### config.mk
export PLATFORM = sky130hd
export DESIGN_NAME = gpr_port
export DESIGN_NICKNAME = d
export VERILOG_FILES = /design/src/core/gpr_pkg.sv /design/src/core/gpr_port.sv
export VERILOG_INCLUDE_DIRS = /design/src /design/src/core
export SDC_FILE = /design/constraint.sdc
export NUM_CORES = 1
export LEC_CHECK = 0
export BUFFER_PORTS_ARGS = -buffer_cell sky130_fd_sc_hd__buf_2
export CAP_MARGIN = 30
export CORE_MARGIN = 4
export CORE_UTILIZATION = 40
export CTS_CLUSTER_SIZE = 12
export DETAILED_ROUTE_END_ITERATION = 7
export HOLD_SLACK_MARGIN = 0.05
export SLEW_MARGIN = 15
export SYNTH_ARGS = -nofsm -noshare
export SYNTH_HDL_FRONTEND = slang
export SYNTH_SLANG_ARGS = --single-unit
export TNS_END_PERCENT = 20
### constraint.sdc
create_clock -name hclk -period 3.9 [get_ports hclk]
set_input_delay 0.975 -clock hclk [delete_from_list [all_inputs] [get_ports hclk]]
set_output_delay 0.975 -clock hclk [all_outputs]
set_load 0.01 [all_outputs]
### src/core/gpr_map.svh
// Register offsets, field positions and reset values of the GPIO port
`ifndef GPR_MAP_SVH
`define GPR_MAP_SVH
`define GPR_DIR_OFS      8'h00
`define GPR_DIRECTION_SET_ALIAS_OFS   8'h04
`define GPR_DIRECTION_CLEAR_ALIAS_OFS   8'h08
`define GPR_DIRECTION_TOGGLE_ALIAS_OFS   8'h0c
`define GPR_LVL_OFS      8'h10
`define GPR_LVLSET_OFS   8'h14
`define GPR_LVLCLR_OFS   8'h18
`define GPR_LVLTGL_OFS   8'h1c
`define GPR_IN_OFS       8'h20
`define GPR_ICTL_OFS     8'h24
`define GPR_I0SEL_OFS    8'h28
`define GPR_I1SEL_OFS    8'h2c
`define GPR_PEND_OFS     8'h30
`define GPR_RELOC_OFS    8'h34
`define GPR_MPC_OFS      8'h38
`define GPR_CFG_BASE     3'b010
`define GPR_VP_BASE      8'h60
`define GPR_VP_END       8'ha0
`define GPR_CFG_SLEW     7
`define GPR_CFG_INV      6
`define GPR_OPC_HI       5
`define GPR_OPC_LO       3
`define GPR_ISC_HI       2
`define GPR_ISC_LO       0
`define GPR_OPC_PULLDN   3'b010
`define GPR_OPC_PULLUP   3'b011
`define GPR_OPC_HOLD     3'b001
`define GPR_ISC_BOTH     3'b000
`define GPR_ISC_RISE     3'b001
`define GPR_ISC_FALL     3'b010
`define GPR_ISC_LOW      3'b011
`define GPR_ISC_OFF      3'b111
`define GPR_RST_BYTE     8'h00
`define GPR_RELOC_SPI    5
`define GPR_RELOC_SER    4
`endif

### src/core/gpr_pkg.sv
// Types shared by the GPIO port
package gpr_pkg;
   typedef logic [7:0] gpr_byte_t;
   typedef logic [3:0] gpr_nib_t;
   typedef struct packed {
      gpr_byte_t        dir;
      gpr_byte_t        lvl;
      gpr_byte_t        i0sel;
      gpr_byte_t        i1sel;
      logic [3:0]       ictl;
      logic [1:0]       flg;
      logic [5:0]       reloc;
      gpr_byte_t        mpc;
      logic [7:0][7:0]  cfg;
      gpr_byte_t        s1;
      gpr_byte_t        s2;
      gpr_byte_t        prev;
      logic             pend;
      logic             pwr;
      logic             hit;
      gpr_byte_t        paddr;
      logic             ready;
      gpr_byte_t        rdata;
      gpr_byte_t        pout;
      gpr_byte_t        poe;
      gpr_byte_t        pup;
      gpr_byte_t        pdn;
      gpr_byte_t        phold;
      gpr_byte_t        pslew;
      gpr_nib_t         ser_in;
      logic [1:0]       irq;
   } gpr_state_s;
endpackage

### src/core/gpr_port.sv
// GPIO port: AHB-Lite registers, pin drivers, pin interrupts, remap
//
// Our own choices: register access over AHB-Lite and the register addresses.
`timescale 1ns/100ps
`include "gpr_map.svh"
// Operation
// - Direction bit one makes pin output, zero makes it input
// - Direction set/clear/toggle aliases change only bits written one
// - Reading any direction alias returns the direction register
// - Level bit drives pin high or low while direction is output
// - Level set/clear/toggle aliases change only bits written one
// - Reading any level alias returns the level register
// - Input bit follows pin; reads zero while input buffer disabled
// - Interrupt control holds two 2-bit enable/priority fields
// - Pin feeds interrupt 0 only when selected; sense from pin config
// - Pin feeds interrupt 1 only when selected; selects independent
// - Pending flags set on sense match, cleared by writing one
// - Relocate register upper two bits reserved, read zero
// - Relocate bit 5 swaps serial clock and data-out pins
// - Relocate bit 4 moves serial unit from low to high nibble
// - Bits 3 and 2 move compare D to pin 7, C to pin 6
// - Bit 1 moves compare B to pin 5, ORed with timer 1
// - Bit 0 moves compare A to pin 4, ORed with timer 1
// - Config bit 7 enables pin slew limiting
// - Config bit 6 inverts pin output and input data
// - Config bits 5:3 select push-pull, hold, pulls, wired-OR and wired-AND
// - Multi-pin mask spreads one config write to all masked pins
// - Four virtual port windows act exactly like the real registers
// - Multi-pin mask clears itself after any config write
// - Sense field: both, rising, falling, low level, or input off
// - Wired-OR drives high only when level and direction are one
// - Wired-AND drives low only when level zero and output
module gpr_port (
   input  wire logic              hclk,
   input  wire logic              hresetn,
   input  wire logic              ce,
   input  wire logic              hsel,
   input  wire logic [31:0]       haddr,
   input  wire logic [1:0]        htrans,
   input  wire logic              hwrite,
   input  wire logic [2:0]        hsize,
   input  wire logic [31:0]       hwdata,
   input  wire logic              hready,
   output logic      [31:0]       hrdata,
   output logic                   hreadyout,
   output logic                   hresp,
   input  wire gpr_pkg::gpr_byte_t pin_in,
   output gpr_pkg::gpr_byte_t     pin_out,
   output gpr_pkg::gpr_byte_t     pin_oe,
   output gpr_pkg::gpr_byte_t     pin_pull_up,
   output gpr_pkg::gpr_byte_t     pin_pull_down,
   output gpr_pkg::gpr_byte_t     pin_hold,
   output gpr_pkg::gpr_byte_t     pin_slew_limit,
   input  wire gpr_pkg::gpr_nib_t timer0_compare_out,
   input  wire gpr_pkg::gpr_nib_t timer0_compare_en,
   input  wire logic [1:0]        timer1_compare_out,
   input  wire logic [1:0]        timer1_compare_en,
   input  wire gpr_pkg::gpr_nib_t serial_out,
   input  wire gpr_pkg::gpr_nib_t serial_oe,
   output gpr_pkg::gpr_nib_t      serial_in,
   output logic                   irq0_req,
   output logic                   irq1_req,
   output logic [1:0]             irq0_priority,
   output logic [1:0]             irq1_priority
);
   import gpr_pkg::*;

   gpr_state_s st;
   gpr_state_s next_st;
   gpr_byte_t  nadr;
   gpr_byte_t  wd;
   gpr_byte_t  rd;
   gpr_byte_t  vin;
   gpr_byte_t  match;
   gpr_byte_t  tim_en;
   gpr_byte_t  tim_v;
   gpr_byte_t  ser_en;
   gpr_byte_t  ser_v;
   gpr_nib_t   sw_o;
   gpr_nib_t   sw_e;
   gpr_nib_t   nib;
   gpr_nib_t   t0_lo;
   gpr_nib_t   t0_hi;
   logic [1:0] clr;
   logic [1:0] set;
   logic [2:0] output_pull_config;
   logic [2:0] sense_select;
   logic       ov;
   logic       od;
   logic       lv;
   logic       act;
   logic       wr;

   assign wd  = hwdata[7:0];
   assign act = st.pend & ce;
   assign wr  = act & st.pwr & st.hit;

   // -------------------------------------------------------------
   // Address normalisation
   // -------------------------------------------------------------
   // Virtual windows fold onto direction, level, input and pending
   always_comb begin
      nadr = st.paddr;
      if ((st.paddr >= `GPR_VP_BASE) && (st.paddr < `GPR_VP_END)) begin
         case (st.paddr[3:2])
            2'h0:    nadr = `GPR_DIR_OFS;
            2'h1:    nadr = `GPR_LVL_OFS;
            2'h2:    nadr = `GPR_IN_OFS;
            default: nadr = `GPR_PEND_OFS;
         endcase
      end
   end

   // -------------------------------------------------------------
   // Input sensing
   // -------------------------------------------------------------
   always_comb begin
      for (int i = 0; i < 8; i++) begin
         sense_select = st.cfg[i][`GPR_ISC_HI:`GPR_ISC_LO];
         // Disabled buffer reads zero and never senses
         vin[i] = (sense_select == `GPR_ISC_OFF) ? 1'b0 : st.s2[i] ^ st.cfg[i][`GPR_CFG_INV];
         case (sense_select)
            `GPR_ISC_BOTH: match[i] = vin[i] ^ st.prev[i];
            `GPR_ISC_RISE: match[i] = vin[i] & ~st.prev[i];
            `GPR_ISC_FALL: match[i] = ~vin[i] & st.prev[i];
            `GPR_ISC_LOW:  match[i] = ~vin[i];
            default:       match[i] = 1'b0;
         endcase
      end
      set[0] = |(match & st.i0sel);
      set[1] = |(match & st.i1sel);
   end

   // -------------------------------------------------------------
   // Peripheral overrides
   // -------------------------------------------------------------
   always_comb begin
      t0_lo  = timer0_compare_en & ~st.reloc[3:0];
      t0_hi  = timer0_compare_en & st.reloc[3:0];
      tim_en = {t0_hi | {2'b00, timer1_compare_en}, t0_lo};
      // Shared pins OR both timers' waveforms
      tim_v  = {(timer0_compare_out & t0_hi) |
                {2'b00, timer1_compare_out & timer1_compare_en},
                timer0_compare_out & t0_lo};
      sw_o = serial_out;
      sw_e = serial_oe;
      nib  = st.reloc[`GPR_RELOC_SER] ? vin[7:4] : vin[3:0];
      if (st.reloc[`GPR_RELOC_SPI]) begin
         sw_o = {serial_out[1], serial_out[2], serial_out[3], serial_out[0]};
         sw_e = {serial_oe[1], serial_oe[2], serial_oe[3], serial_oe[0]};
         nib  = {nib[1], nib[2], nib[3], nib[0]};
      end
      if (st.reloc[`GPR_RELOC_SER]) begin
         ser_en = {sw_e, 4'h0};
         ser_v  = {sw_o, 4'h0};
      end else begin
         ser_en = {4'h0, sw_e};
         ser_v  = {4'h0, sw_o};
      end
   end

   // -------------------------------------------------------------
   // Register read mux
   // -------------------------------------------------------------
   always_comb begin
      rd = `GPR_RST_BYTE;
      if (st.hit) begin
         case (nadr)
            `GPR_DIR_OFS, `GPR_DIRECTION_SET_ALIAS_OFS,
            `GPR_DIRECTION_CLEAR_ALIAS_OFS, `GPR_DIRECTION_TOGGLE_ALIAS_OFS: rd = st.dir;
            `GPR_LVL_OFS, `GPR_LVLSET_OFS,
            `GPR_LVLCLR_OFS, `GPR_LVLTGL_OFS: rd = st.lvl;
            `GPR_IN_OFS:    rd = vin;
            `GPR_ICTL_OFS:  rd = {4'h0, st.ictl};
            `GPR_I0SEL_OFS: rd = st.i0sel;
            `GPR_I1SEL_OFS: rd = st.i1sel;
            `GPR_PEND_OFS:  rd = {6'h00, st.flg};
            `GPR_RELOC_OFS: rd = {2'b00, st.reloc};
            `GPR_MPC_OFS:   rd = st.mpc;
            default: begin
               if (nadr[7:5] == `GPR_CFG_BASE) begin
                  rd = st.cfg[nadr[4:2]];
               end
            end
         endcase
      end
   end

   // -------------------------------------------------------------
   // Next state
   // -------------------------------------------------------------
   always_comb begin
      next_st = st;
      clr     = 2'b00;
      next_st.s1   = pin_in;
      next_st.s2   = st.s1;
      next_st.prev = vin;
      if (st.pend) begin
         next_st.pend  = 1'b0;
         next_st.ready = 1'b1;
         next_st.rdata = rd;
      end
      if (wr) begin
         case (nadr)
            `GPR_DIR_OFS:    next_st.dir = wd;
            `GPR_DIRECTION_SET_ALIAS_OFS: next_st.dir = st.dir | wd;
            `GPR_DIRECTION_CLEAR_ALIAS_OFS: next_st.dir = st.dir & ~wd;
            `GPR_DIRECTION_TOGGLE_ALIAS_OFS: next_st.dir = st.dir ^ wd;
            `GPR_LVL_OFS:    next_st.lvl = wd;
            `GPR_LVLSET_OFS: next_st.lvl = st.lvl | wd;
            `GPR_LVLCLR_OFS: next_st.lvl = st.lvl & ~wd;
            `GPR_LVLTGL_OFS: next_st.lvl = st.lvl ^ wd;
            `GPR_ICTL_OFS:   next_st.ictl = wd[3:0];
            `GPR_I0SEL_OFS:  next_st.i0sel = wd;
            `GPR_I1SEL_OFS:  next_st.i1sel = wd;
            `GPR_PEND_OFS:   clr = wd[1:0];
            `GPR_RELOC_OFS:  next_st.reloc = wd[5:0];
            `GPR_MPC_OFS:    next_st.mpc = wd;
            default: begin
               if (nadr[7:5] == `GPR_CFG_BASE) begin
                  for (int j = 0; j < 8; j++) begin
                     if ((st.mpc != 8'h00) ? st.mpc[j] : (nadr[4:2] == 3'(j))) begin
                        next_st.cfg[j] = wd;
                     end
                  end
                  next_st.mpc = 8'h00;
               end
            end
         endcase
      end
      // A new match beats a same-cycle clear
      next_st.flg = (st.flg & ~clr) | set;
      next_st.irq[0] = st.flg[0] & (st.ictl[1:0] != 2'b00);
      next_st.irq[1] = st.flg[1] & (st.ictl[3:2] != 2'b00);
      if (hsel && htrans[1] && hready && st.ready) begin
         next_st.pend  = 1'b1;
         next_st.pwr   = hwrite;
         next_st.hit   = (haddr[31:8] == 24'h000000);
         next_st.paddr = haddr[7:0];
         next_st.ready = 1'b0;
      end
      next_st.ser_in = nib;
      for (int i = 0; i < 8; i++) begin
         if (ser_en[i]) begin
            ov = ser_v[i];
            od = 1'b1;
         end else if (tim_en[i]) begin
            ov = tim_v[i];
            od = st.dir[i];
         end else begin
            ov = st.lvl[i];
            od = st.dir[i];
         end
         lv  = ov ^ st.cfg[i][`GPR_CFG_INV];
         output_pull_config = st.cfg[i][`GPR_OPC_HI:`GPR_OPC_LO];
         next_st.pslew[i] = st.cfg[i][`GPR_CFG_SLEW];
         next_st.phold[i] = (output_pull_config == `GPR_OPC_HOLD);
         next_st.pdn[i]   = ((output_pull_config == `GPR_OPC_PULLDN) && !od) || (output_pull_config == 3'b110);
         next_st.pup[i]   = ((output_pull_config == `GPR_OPC_PULLUP) && !od) || (output_pull_config == 3'b111);
         if (!output_pull_config[2]) begin
            next_st.pout[i] = lv;
            next_st.poe[i]  = od;
         end else if (!output_pull_config[0]) begin
            next_st.pout[i] = 1'b1;
            next_st.poe[i]  = od & lv;
         end else begin
            next_st.pout[i] = 1'b0;
            next_st.poe[i]  = od & ~lv;
         end
      end
   end

   // -------------------------------------------------------------
   // State register
   // -------------------------------------------------------------
   // A frozen block holds the bus in wait, but drops a transfer whose address phase ends at the first frozen edge
   always_ff @(posedge hclk or negedge hresetn) begin
      if (!hresetn) begin
         st       <= '0;
         st.ready <= 1'b1;
      end else if (ce) begin
         st <= next_st;
      end else begin
         st.ready <= 1'b0;
      end
   end

   assign hrdata         = {24'h000000, st.rdata};
   assign hreadyout      = st.ready;
   assign hresp          = 1'b0;
   assign pin_out        = st.pout;
   assign pin_oe         = st.poe;
   assign pin_pull_up    = st.pup;
   assign pin_pull_down  = st.pdn;
   assign pin_hold       = st.phold;
   assign pin_slew_limit = st.pslew;
   assign serial_in      = st.ser_in;
   assign irq0_req       = st.irq[0];
   assign irq1_req       = st.irq[1];
   assign irq0_priority  = st.ictl[1:0];
   assign irq1_priority  = st.ictl[3:2];

   // -------------------------------------------------------------
   // Assertions
   // -------------------------------------------------------------
   AST_DIR_SET: assert property (@(posedge hclk) disable iff (!hresetn)
      (wr && nadr == `GPR_DIRECTION_SET_ALIAS_OFS) |=> ((st.dir & $past(wd)) == $past(wd)))
      else $error("direction set alias lost a bit");
   AST_DIR_ALIAS_READ: assert property (@(posedge hclk) disable iff (!hresetn)
      (act && !st.pwr && st.hit && nadr == `GPR_DIRECTION_TOGGLE_ALIAS_OFS) |=> (hrdata[7:0] == st.dir))
      else $error("direction alias read differs");
   AST_LVL_CLR: assert property (@(posedge hclk) disable iff (!hresetn)
      (wr && nadr == `GPR_LVLCLR_OFS) |=> ((st.lvl & $past(wd)) == 8'h00))
      else $error("level clear alias left a bit set");
   AST_IN_OFF: assert property (@(posedge hclk) disable iff (!hresetn)
      (act && st.hit && nadr == `GPR_IN_OFS && st.cfg[0][2:0] == `GPR_ISC_OFF && ce)
      |=> (hrdata[0] == 1'b0))
      else $error("disabled input read nonzero");
   AST_FLAG_SET: assert property (@(posedge hclk) disable iff (!hresetn)
      (ce && set[0]) |=> st.flg[0])
      else $error("pending flag not set on match");
   AST_MPC_CLEAR: assert property (@(posedge hclk) disable iff (!hresetn)
      (wr && nadr[7:5] == `GPR_CFG_BASE) |=> (st.mpc == 8'h00))
      else $error("multi-pin mask not cleared");
   AST_PRIO_OFF: assert property (@(posedge hclk) disable iff (!hresetn)
      (ce && st.ictl[1:0] == 2'b00) |=> !irq0_req)
      else $error("interrupt raised at priority zero");
   AST_WOR_NO_LOW: assert property (@(posedge hclk) disable iff (!hresetn)
      (ce && st.cfg[0][5:3] == 3'b100) |=> !(pin_oe[0] && !pin_out[0]))
      else $error("wired-OR pin driven low");

endmodule // gpr_port

==> impl_metrics.json, run 1 <==
{
  "hpwl_um": 29500,
  "routed_via_density": 5.70,
  "drcViolationCount": 0,
  "cts_setup_buffers": 0,
  "postPlaceCellArea_um2": 13500,
  "dp_slack_ns": 1.01,
  "finish.instance_area_um2": 14400,
  "status": "completed",
  "seq_area_frac_synth_pct": 41.1,
  "nFillCells": 3135,
  "hold_path_class": "input port to asynchronous set/reset pin",
  "routed-via-count": 10100,
  "r2r_slack_ns": 0.90,
  "rsz0062_at_grt": "no",
  "netlist.area_leader.share_pct": 40.9,
  "antenna_left": 0,
  "grt_max_degree": 74,
  "worstSkewPairLatency_ns": 0.54,
  "synth_edf_count": 0,
  "path_clk_slew_ns": 0.06,
  "cts_buffer_depth": 3,
  "cts_htree_levels": 1,
  "cp_slowest_stage_delay_ns": 0.75,
  "io_pins": 195,
  "worst_setup_path_end_kind": "flip-flop",
  "yosys.cell_count.top_type": "dfrtp_1",
  "ys_top_cells_by_area": "dfrtp_1 41%, buf_4 5.5%, mux2_2 4.9%",
  "netlist_instances": 1267,
  "post-place-cells": 1730,
  "async_flop_share_pct": 100,
  "relSlewSlack_pct": 36.2,
  "grt_pass1_vias": 9931,
  "min_period_over_period_pct": 77.0,
  "die-width_um": 189,
  "crit_fanout": 17,
  "cp_cell_sequence": "and3b_1, nor3_1, a21oi_1, nor2_4, mux2_1",
  "rr_worst_depth": 5,
  "finalHoldViolations": 0,
  "required_ns": 4.30,
  "layout_setup_ws_ns": 0.897,
  "yosysTopAreaCell": "dfrtp_1",
  "layout-drive-gt1-share_pct": 24.4,
  "drt_iter0_markers": 760,
  "wirelength_um": 40000,
  "grt_usage_pct": 21.9,
  "core_area_um2": 31900,
  "antenna_cells": 0,
  "r2r-end": "st[124]",
  "grt_first_pass_wirelength_um": 61300,
  "yosysWarnings": 0,
  "synth_area_per_cell_um2": 10.3,
  "cp_slowest_cell": "dfrtp_1",
  "maxCapViolations": 0,
  "finClkSkew_ns": 0.0142,
  "synth_seq_cells": 214,
  "setup_viol": 0,
  "finalMaxSlewViolations": 0,
  "gp_congestion": 0.938,
  "netlist_area_um2": 13000,
  "dieArea_um2": 35500,
  "cts_sinks": 214,
  "period_minus_slack_ns": 3.00,
  "dr.pass1.iters": 7,
  "critPathLaunchType": "flip-flop",
  "peakVddDrop_mv": 0.304,
  "cts_tree": "built",
  "postCtsHoldBufs": 0,
  "critPathBufInv": 0,
  "start_util_pct": 40.9,
  "r2r_start": "st[70]",
  "timing.hold.ws_ns": 0.382,
  "static-leakage-power_uw": 0.00674,
  "cpLargestDelayFamily": "simple AND/OR/NAND/NOR gates",
  "cp.depth": 5,
  "antenna_found_initial": 2,
  "synth_cell_types": 89,
  "cts_root_buf": "clkbuf_16",
  "grt_overflow_total": 0,
  "path_class": "flip-flop to flip-flop",
  "row_count": 65,
  "wl_per_cell_um": 22.5,
  "post_cts_resized": 0,
  "numCtsBuffers": 25,
  "cp.arrival_ns": 3.41,
  "synth_ff_type": "dfrtp_1",
  "tightest_slew_ns": 0.948,
  "totalNegativeSetupSlack_ns": 0,
  "die_y_um": 189,
  "synth_common_cells": "213 x dfrtp_1, 139 x nand2_1, 96 x buf_4",
  "instances_no_fill": 1776,
  "clock.fmax_mhz": 333,
  "final_nets": 1473,
  "numPortBuffers": 141,
  "startpoint": "st[70]",
  "power.density_nw_per_um2": 372,
  "syn2layout_area_growth_pct": 10.3
}
==> through the flow <==
stage	util, %	total power [uW]
3_5_place_dp	42.4	2980
5_1_grt	45.1	5560
4_1_cts	45.1	5400
3_3_place_gp	42.4	2960
6_report	45.1	5340
2_1_floorplan	-	2760
==> worst max path at each step <==
stage	to	slack [ns]
2_1_floorplan	st[114]	1.43
4_1_cts	st[149]	1.05
6_report	st[124]	0.90
3_3_place_gp	st[169]	1.03
5_1_grt	st[123]	0.86
3_5_place_dp	st[168]	1.01
==> cells in the final DEF (no fill, tap or decap), types with 7 or more instances in the layout <==
cell,n
buf_2,139
mux2_2,57
nor4_1,9
inv_1,60
nor4b_1,8
a31oi_1,16
nor2_1,50
buf_4,22
a211oi_1,26
dfrtp_1,213
a21oi_1,26
xnor2_1,16
clkbuf_8,7
o21ai_1,21
nand3_1,15
mux2i_1,47
a221oi_2,9
nand2_1,139
conb_1,25
a32o_1,10
a21o_1,10
o31ai_2,7
mux2_1,47
and3_1,9
o211ai_1,15
clkbuf_16,25
o21ai_0,50
nor2_4,8
mux2_4,7
and2_1,10
a32oi_1,8
nand4_1,9
o2bb2ai_1,13
a22oi_1,12
ha_1,48
o31ai_1,7
nor2b_1,15
==> cell families (layout without fill, tap and decap cells) <==
logic type / count (synthesis) / after routing / share of synthesized area (%)
simple gates: 317 / 317 / 12.8
compound gates: 283 / 283 / 16.1
buf+inv: 220 / 270 / 9.83
flops: 214 / 214 / 41.1
mux: 162 / 162 / 14.1
fa+ha+maj: 48 / 48 / 4.61
xor+xnor: 22 / 22 / 1.48
other cells: 1 / 25 / 0.0288
==> routing by layer <==
metal  GRT usage [%]  vias to the layer above  share of wire [%]
met4            6.84                        2                2.9
met2            34.5                      335                 46
met3            4.11                       75                6.8
met5               0                        -              0.033
li1                -                     4576                  -
met1            30.9                     5127                 45
==> power by group <==
group / switching [uW] / internal, uW / leakage [uW]
Clock: 958 / 1450 / 0.000411
Combinational: 397 / 223 / 0.00348
Sequential: 40.2 / 2280 / 0.00285
Total: 1400 / 3950 / 0.00674
==> state kept, by name (all words and copies together), names as in the netlist, 2 cells and up <==
| name | count |
|---|---|
| st | 125 |
| next_st | 16 |
| hrdata | 8 |
| pin_hold | 8 |
| pin_oe | 8 |
| pin_out | 8 |
| pin_pull_down | 8 |
| pin_pull_up | 8 |
| pin_slew_limit | 8 |
| serial_in | 4 |
| output_pull_config | 3 |
| sense_select | 3 |
| irq0_priority | 2 |
| irq1_priority | 2 |
==> final cells by class <==
cell class | instances | area (um^2) | area share (%)
multi-input cells | 857 | 6490 | 45.1
clock buffers | 38 | 744 | 5.18
flip-flops and latches | 214 | 5360 | 37.2
well taps | 435 | 544 | 3.78
repair buffers | 164 | 916 | 6.37
inverters | 60 | 225 | 1.57
clock inverters | 8 | 103 | 0.713
(Power assumes the default switching activity.)
==> run 2, diff against run 1 <==
clock period = 2.5 ns   (was 3.9 ns; I/O delays follow)
==> run 2 against run 1 <==
Non-clock buffer count is 110 higher. Largest power group unchanged. Largest cell class unchanged. Sequential power up 56%. Sequential share of layout area shrank 2.3 points. Critical path type unchanged. Critical path depth up 4. Worst hold slack worse by 0.11 ns.
==> impl_metrics.json, run 2 (synthesized netlist as in run 1, its figures left out) <==
{
  "cp_cell_sequence": "xnor2_1, a31oi_2, ha_1, inv_1, mux4_2, nor2b_1, a22oi_1, nand2_1, a221o_1",
  "relSlewSlack_pct": 39.5,
  "path_class": "flip-flop to flip-flop",
  "path_clk_slew_ns": 0.06,
  "grt_overflow_total": 0,
  "dieArea_um2": 35500,
  "crit_fanout": 3,
  "r2r_slack_ns": 0.06,
  "static-leakage-power_uw": 0.00733,
  "timing.hold.ws_ns": 0.272,
  "totalNegativeSetupSlack_ns": 0,
  "cp_slowest_cell": "mux4_2",
  "gp_congestion": 0.946,
  "mostFrequentLayoutCells": "209 x dfrtp_1, 139 x nand2_1, 139 x buf_2",
  "finalMaxSlewViolations": 0,
  "period_minus_slack_ns": 2.44,
  "hpwl_um": 31300,
  "tightest_slew_ns": 0.908,
  "maxCapViolations": 0,
  "rsz0062_at_grt": "yes",
  "numPortBuffers": 141,
  "grt_first_pass_wirelength_um": 63500,
  "finish.instance_area_um2": 15400,
  "antenna_found_initial": 0,
  "core_area_um2": 31900,
  "layout_commonest_cell": "dfrtp_1",
  "peakVddDrop_mv": 0.428,
  "worst_setup_path_end_kind": "flip-flop",
  "min_period_over_period_pct": 97.5,
  "clock.fmax_mhz": 410,
  "hold_path_class": "input port to flip-flop",
  "die_y_um": 189,
  "power_uw": 8480,
  "dp_slack_ns": 0.0614,
  "finalHoldViolations": 0,
  "routed_via_density": 5.46,
  "layout_setup_ws_ns": 0.0621,
  "finClkSkew_ns": 0.0132,
  "syn2layout_area_growth_pct": 17.8,
  "drcViolationCount": 0,
  "antenna_left": 0,
  "critPathLaunchType": "flip-flop",
  "regMostFlops": "st",
  "row_count": 65,
  "cts_tree": "built",
  "required_ns": 2.92,
  "io_pins": 195,
  "wl_per_cell_um": 22.0,
  "cp_slowest_stage_delay_ns": 0.44,
  "start_util_pct": 40.9,
  "antenna_cells": 0,
  "drt_iter0_markers": 807,
  "die-width_um": 189,
  "power.density_nw_per_um2": 552,
  "numCtsBuffers": 26,
  "final_nets": 1584,
  "postPlaceCellArea_um2": 14400,
  "setup_viol": 0,
  "cp.arrival_ns": 2.86,
  "cts_sinks": 214,
  "largest_reg_flops": 125,
  "grt_usage_pct": 22.9,
  "routed-via-count": 10300,
  "wirelength_um": 41500,
  "worstSkewPairLatency_ns": 0.54,
  "status": "completed",
  "grt_max_degree": 83,
  "layout-drive-gt1-share_pct": 30.7,
  "cts_root_buf": "clkbuf_16",
  "dr.pass1.iters": 5,
  "cts_buffer_depth": 3,
  "grt_pass1_vias": 10500,
  "cts_htree_levels": 1
}
run 2: worst paths after layout:
| path | to | start | depth (start not counted) |
|---|---|---|---|
| worst max-delay path | st[176] | st[86] | 9 |
| worst min-delay path | st[66] | haddr[3] | 3 |
| worst max register to register | st[176] | st[86] | 9 |
| worst min register to register | pin_hold[5] | pin_hold[5] | 1 |
| max in group asynchronous | pin_slew_limit[6] | hresetn | 3 |
| min in group asynchronous | pin_hold[2] | hresetn | 2 |
run 2: repair_timing:
action,in CTS,in global routing
hold buffers,1,0
endpoints found under the setup margin,1,49
setup buffers,0,1
pin swaps,0,3
hold endpoints to repair,47,0
gates resized for setup,1,10
run 2: cell type report:
class	count	area, um^2
Multi-Input combinational cell	857	6530
Fill cell	3067	16500
Clock inverter	11	123
Sequential cell	214	5360
Clock buffer	37	732
Inverter	60	225
Tap cell	435	544
Timing Repair Buffer	274	1840
run 2: where the power goes:
group | internal (uW) | switching [uW]
Sequential | 3550 | 63.0
Clock | 2250 | 1520
Combinational | 448 | 648
run 2: stage by stage:
step	util (%)	instances
after detailed placement	45.3	1838
after global routing	48.2	1888
after CTS	48.0	1887
after floorplan	-	1291
after global placement	45.3	1838
final	48.2	1888
run 2: critical path: cells and delay by family (launching register included):
kind                       cells  cell delay (ns)
DFF                            1             0.40
xor gates and xnor gates       1             0.30
adders and majority gates      1             0.30
AOI/OAI and AO/OA              3             0.56
and+or+nand+nor                2             0.26
muxes                          1             0.44
buffers and inverters          1             0.04
run 2: routing by layer:
layer | part of all wire, % | GRT usage (%) | vias up
met4 | 2.8 | 6.08 | 0
met5 | 0 | 0 | -
li1 | - | - | 4775
met3 | 6.3 | 3.85 | 66
met1 | 45 | 31.6 | 5120
met2 | 46 | 37.6 | 341
==> run 3, diff against run 2 <==
CORE_MARGIN = 2   (was 4)
clock period = 2.4 ns   (was 2.5 ns; I/O delays follow)
==> run 3 against run 2 <==
Total power rose by 0.50%. Final area rose by 0.62%. First-iteration DRC count fell by 14%. Clock-buffer cell count fell by 1.
==> impl_metrics.json, run 3 (synthesized netlist as in run 1, its figures left out) <==
{
  "power.density_nw_per_um2": 552,
  "cts_tree": "built",
  "p_clk_share_pct": 42.1,
  "clock.fmax_mhz": 419,
  "grt_usage_pct": 24.3,
  "setup_viol": 0,
  "swShare_pct": 26.5,
  "rsz0062_at_grt": "yes",
  "relSlewSlack_pct": 59.6,
  "maxCapViolations": 0,
  "critPathBufInv": 1,
  "grt_pass1_vias": 10400,
  "crit_fanout": 4,
  "drcViolationCount": 0,
  "die-width_um": 185,
  "regMostFlops": "st",
  "peakVddDrop_mv": 0.433,
  "regArea_um2": 5360,
  "min_period_over_period_pct": 99.3,
  "gp_congestion": 0.949,
  "layout_commonest_cell": "dfrtp_1",
  "cts_htree_levels": 1,
  "finClkSkew_ns": 0.0136,
  "hold_path_class": "input port to flip-flop",
  "row_count": 66,
  "grt_first_pass_wirelength_um": 62700,
  "rr_worst_depth": 9,
  "antenna_found_initial": 0,
  "hpwl_um": 30900,
  "finalMaxSlewViolations": 0,
  "tightest_slew_ns": 0.606,
  "antenna_cells": 0,
  "numCtsBuffers": 24,
  "cts_setup_buffers": 0,
  "finish.instance_area_um2": 15500,
  "critPathLaunchType": "flip-flop",
  "combPwrFrac_pct": 13.8,
  "postPlaceCellArea_um2": 14600,
  "drt_iter0_markers": 694,
  "layout-drive-gt1-share_pct": 31.9,
  "routed-via-count": 10600,
  "wl_per_cell_um": 21.7,
  "layout_setup_ws_ns": 0.0161,
  "required_ns": 2.80,
  "hold_depth": 3,
  "cp_slowest_cell": "mux4_2",
  "mostFrequentLayoutCells": "211 x dfrtp_1, 140 x buf_2, 139 x nand2_1",
  "multiInputGateArea_um2": 6590,
  "status": "completed",
  "worst_setup_path_end_kind": "flip-flop",
  "routed_via_density": 5.57,
  "io_pins": 195,
  "min-delay-start": "haddr[5]",
  "nFillCells": 3032,
  "cpLargestDelayFamily": "compound AO/OA/AOI/OAI gates",
  "r2r_slack_ns": 0.02,
  "final_util_pct": 47.9,
  "dr.pass1.iters": 5,
  "die_y_um": 185,
  "cp_cell_sequence": "xnor2_2, a31oi_4, inv_1, ha_1, mux4_2, nor2b_2, a22oi_1, nand2_1, a221o_1",
  "syn2layout_area_growth_pct": 18.5,
  "path_clk_slew_ns": 0.06,
  "cts_buffer_depth": 3,
  "instances_no_fill": 1905,
  "power_switching_uw": 2260,
  "r2r_start": "st[86]",
  "finalHoldViolations": 0,
  "cts_root_buf": "clkbuf_16",
  "path_class": "flip-flop to flip-flop",
  "largest_reg_flops": 125,
  "start_util_pct": 40.4,
  "r2r-end": "st[176]",
  "cts_sinks": 214,
  "grt_max_degree": 100,
  "final_nets": 1598,
  "grt_overflow_total": 0,
  "min_to": "st[68]",
  "cp_slowest_stage_delay_ns": 0.44,
  "internal-power_uw": 6270,
  "antenna_left": 0,
  "dp_slack_ns": -0.122,
  "numPortBuffers": 141,
  "dieArea_um2": 34100,
  "core_area_um2": 32300,
  "totalNegativeSetupSlack_ns": 0,
  "period_minus_slack_ns": 2.38,
  "static-leakage-power_uw": 0.00740,
  "post-place-cells": 1861,
  "worstSkewPairLatency_ns": 0.53,
  "cp.arrival_ns": 2.79,
  "wirelength_um": 41300,
  "seqPwrFrac_pct": 44.2
}
==> run 3: cell count changes in the layout (fill, tap and decap cells not counted), sizes merged <==
cell      before  now
buf          273  288
bufinv         2    0
clkinv         8    6
clkbuf        37   36
clkinvlp       1    0
nand3         16   17
==> run 3: metrics by stage <==
stage | power (uW) | hold WS [ns]
global placement | 4950 | 0.458
detailed placement | 4970 | 0.464
global route | 8880 | 0.256
finish | 8530 | 0.256
floorplan | 4480 | 0.304
CTS | 8590 | 0.248
==> run 3: cell type report <==
cell class	instances	area share, %
inverter	60	1.46
clock inverter	6	0.219
timing repair buffer	289	12.7
multi-input combinational	858	42.6
clock buffer	36	4.70
tap	442	3.58
sequential	214	34.7
==> run 3: repair_timing <==
| item | CTS | global route |
|---|---|---|
| hold buffers | 1 | 0 |
| setup endpoints to repair | 50 | 15 |
| pin swaps | 0 | 3 |
| endpoints found under the hold margin | 50 | 0 |
| gates resized for setup | 10 | 12 |
| cloned | 0 | 1 |
==> run 3: tightest hold or removal path: cells and delay by family <==
family | cells | cell delay (ns)
AND/OR/NAND/NOR | 2 | 0.08
buffers and inverters | 1 | 0.07
==> run 3: routing by layer <==
layer / GRT usage (%) / routed length (um)
met1: 33.1 / 18300
met2: 39.2 / 18700
met3: 3.77 / 2790
met4: 8.35 / 1490
met5: 0 / 0
==> run 3: worst max path at each step <==
stage / start / to / slack, ns / depth (start not counted)
3_3_place_gp: st[65] / st[123] / -0.11 / 7
6_report: st[86] / st[176] / 0.02 / 9
3_5_place_dp: st[65] / st[123] / -0.12 / 7
2_1_floorplan: st[136] / st[176] / 0.10 / 9
4_1_cts: st[68] / st[200] / 0.0003 / 7
5_1_grt: st[120] / st[176] / -0.09 / 9
==> run 3: power groups by stage <==
stage                     Sequential (uW)  Combinational [uW]  Clock (uW)
after detailed placement             3830                1140           0
after global routing                 3780                1280        3820
after CTS                            3770                1160        3670
after floorplan                      3810                 674           0
final                                3770                1170        3590
after global placement               3830                1120           0
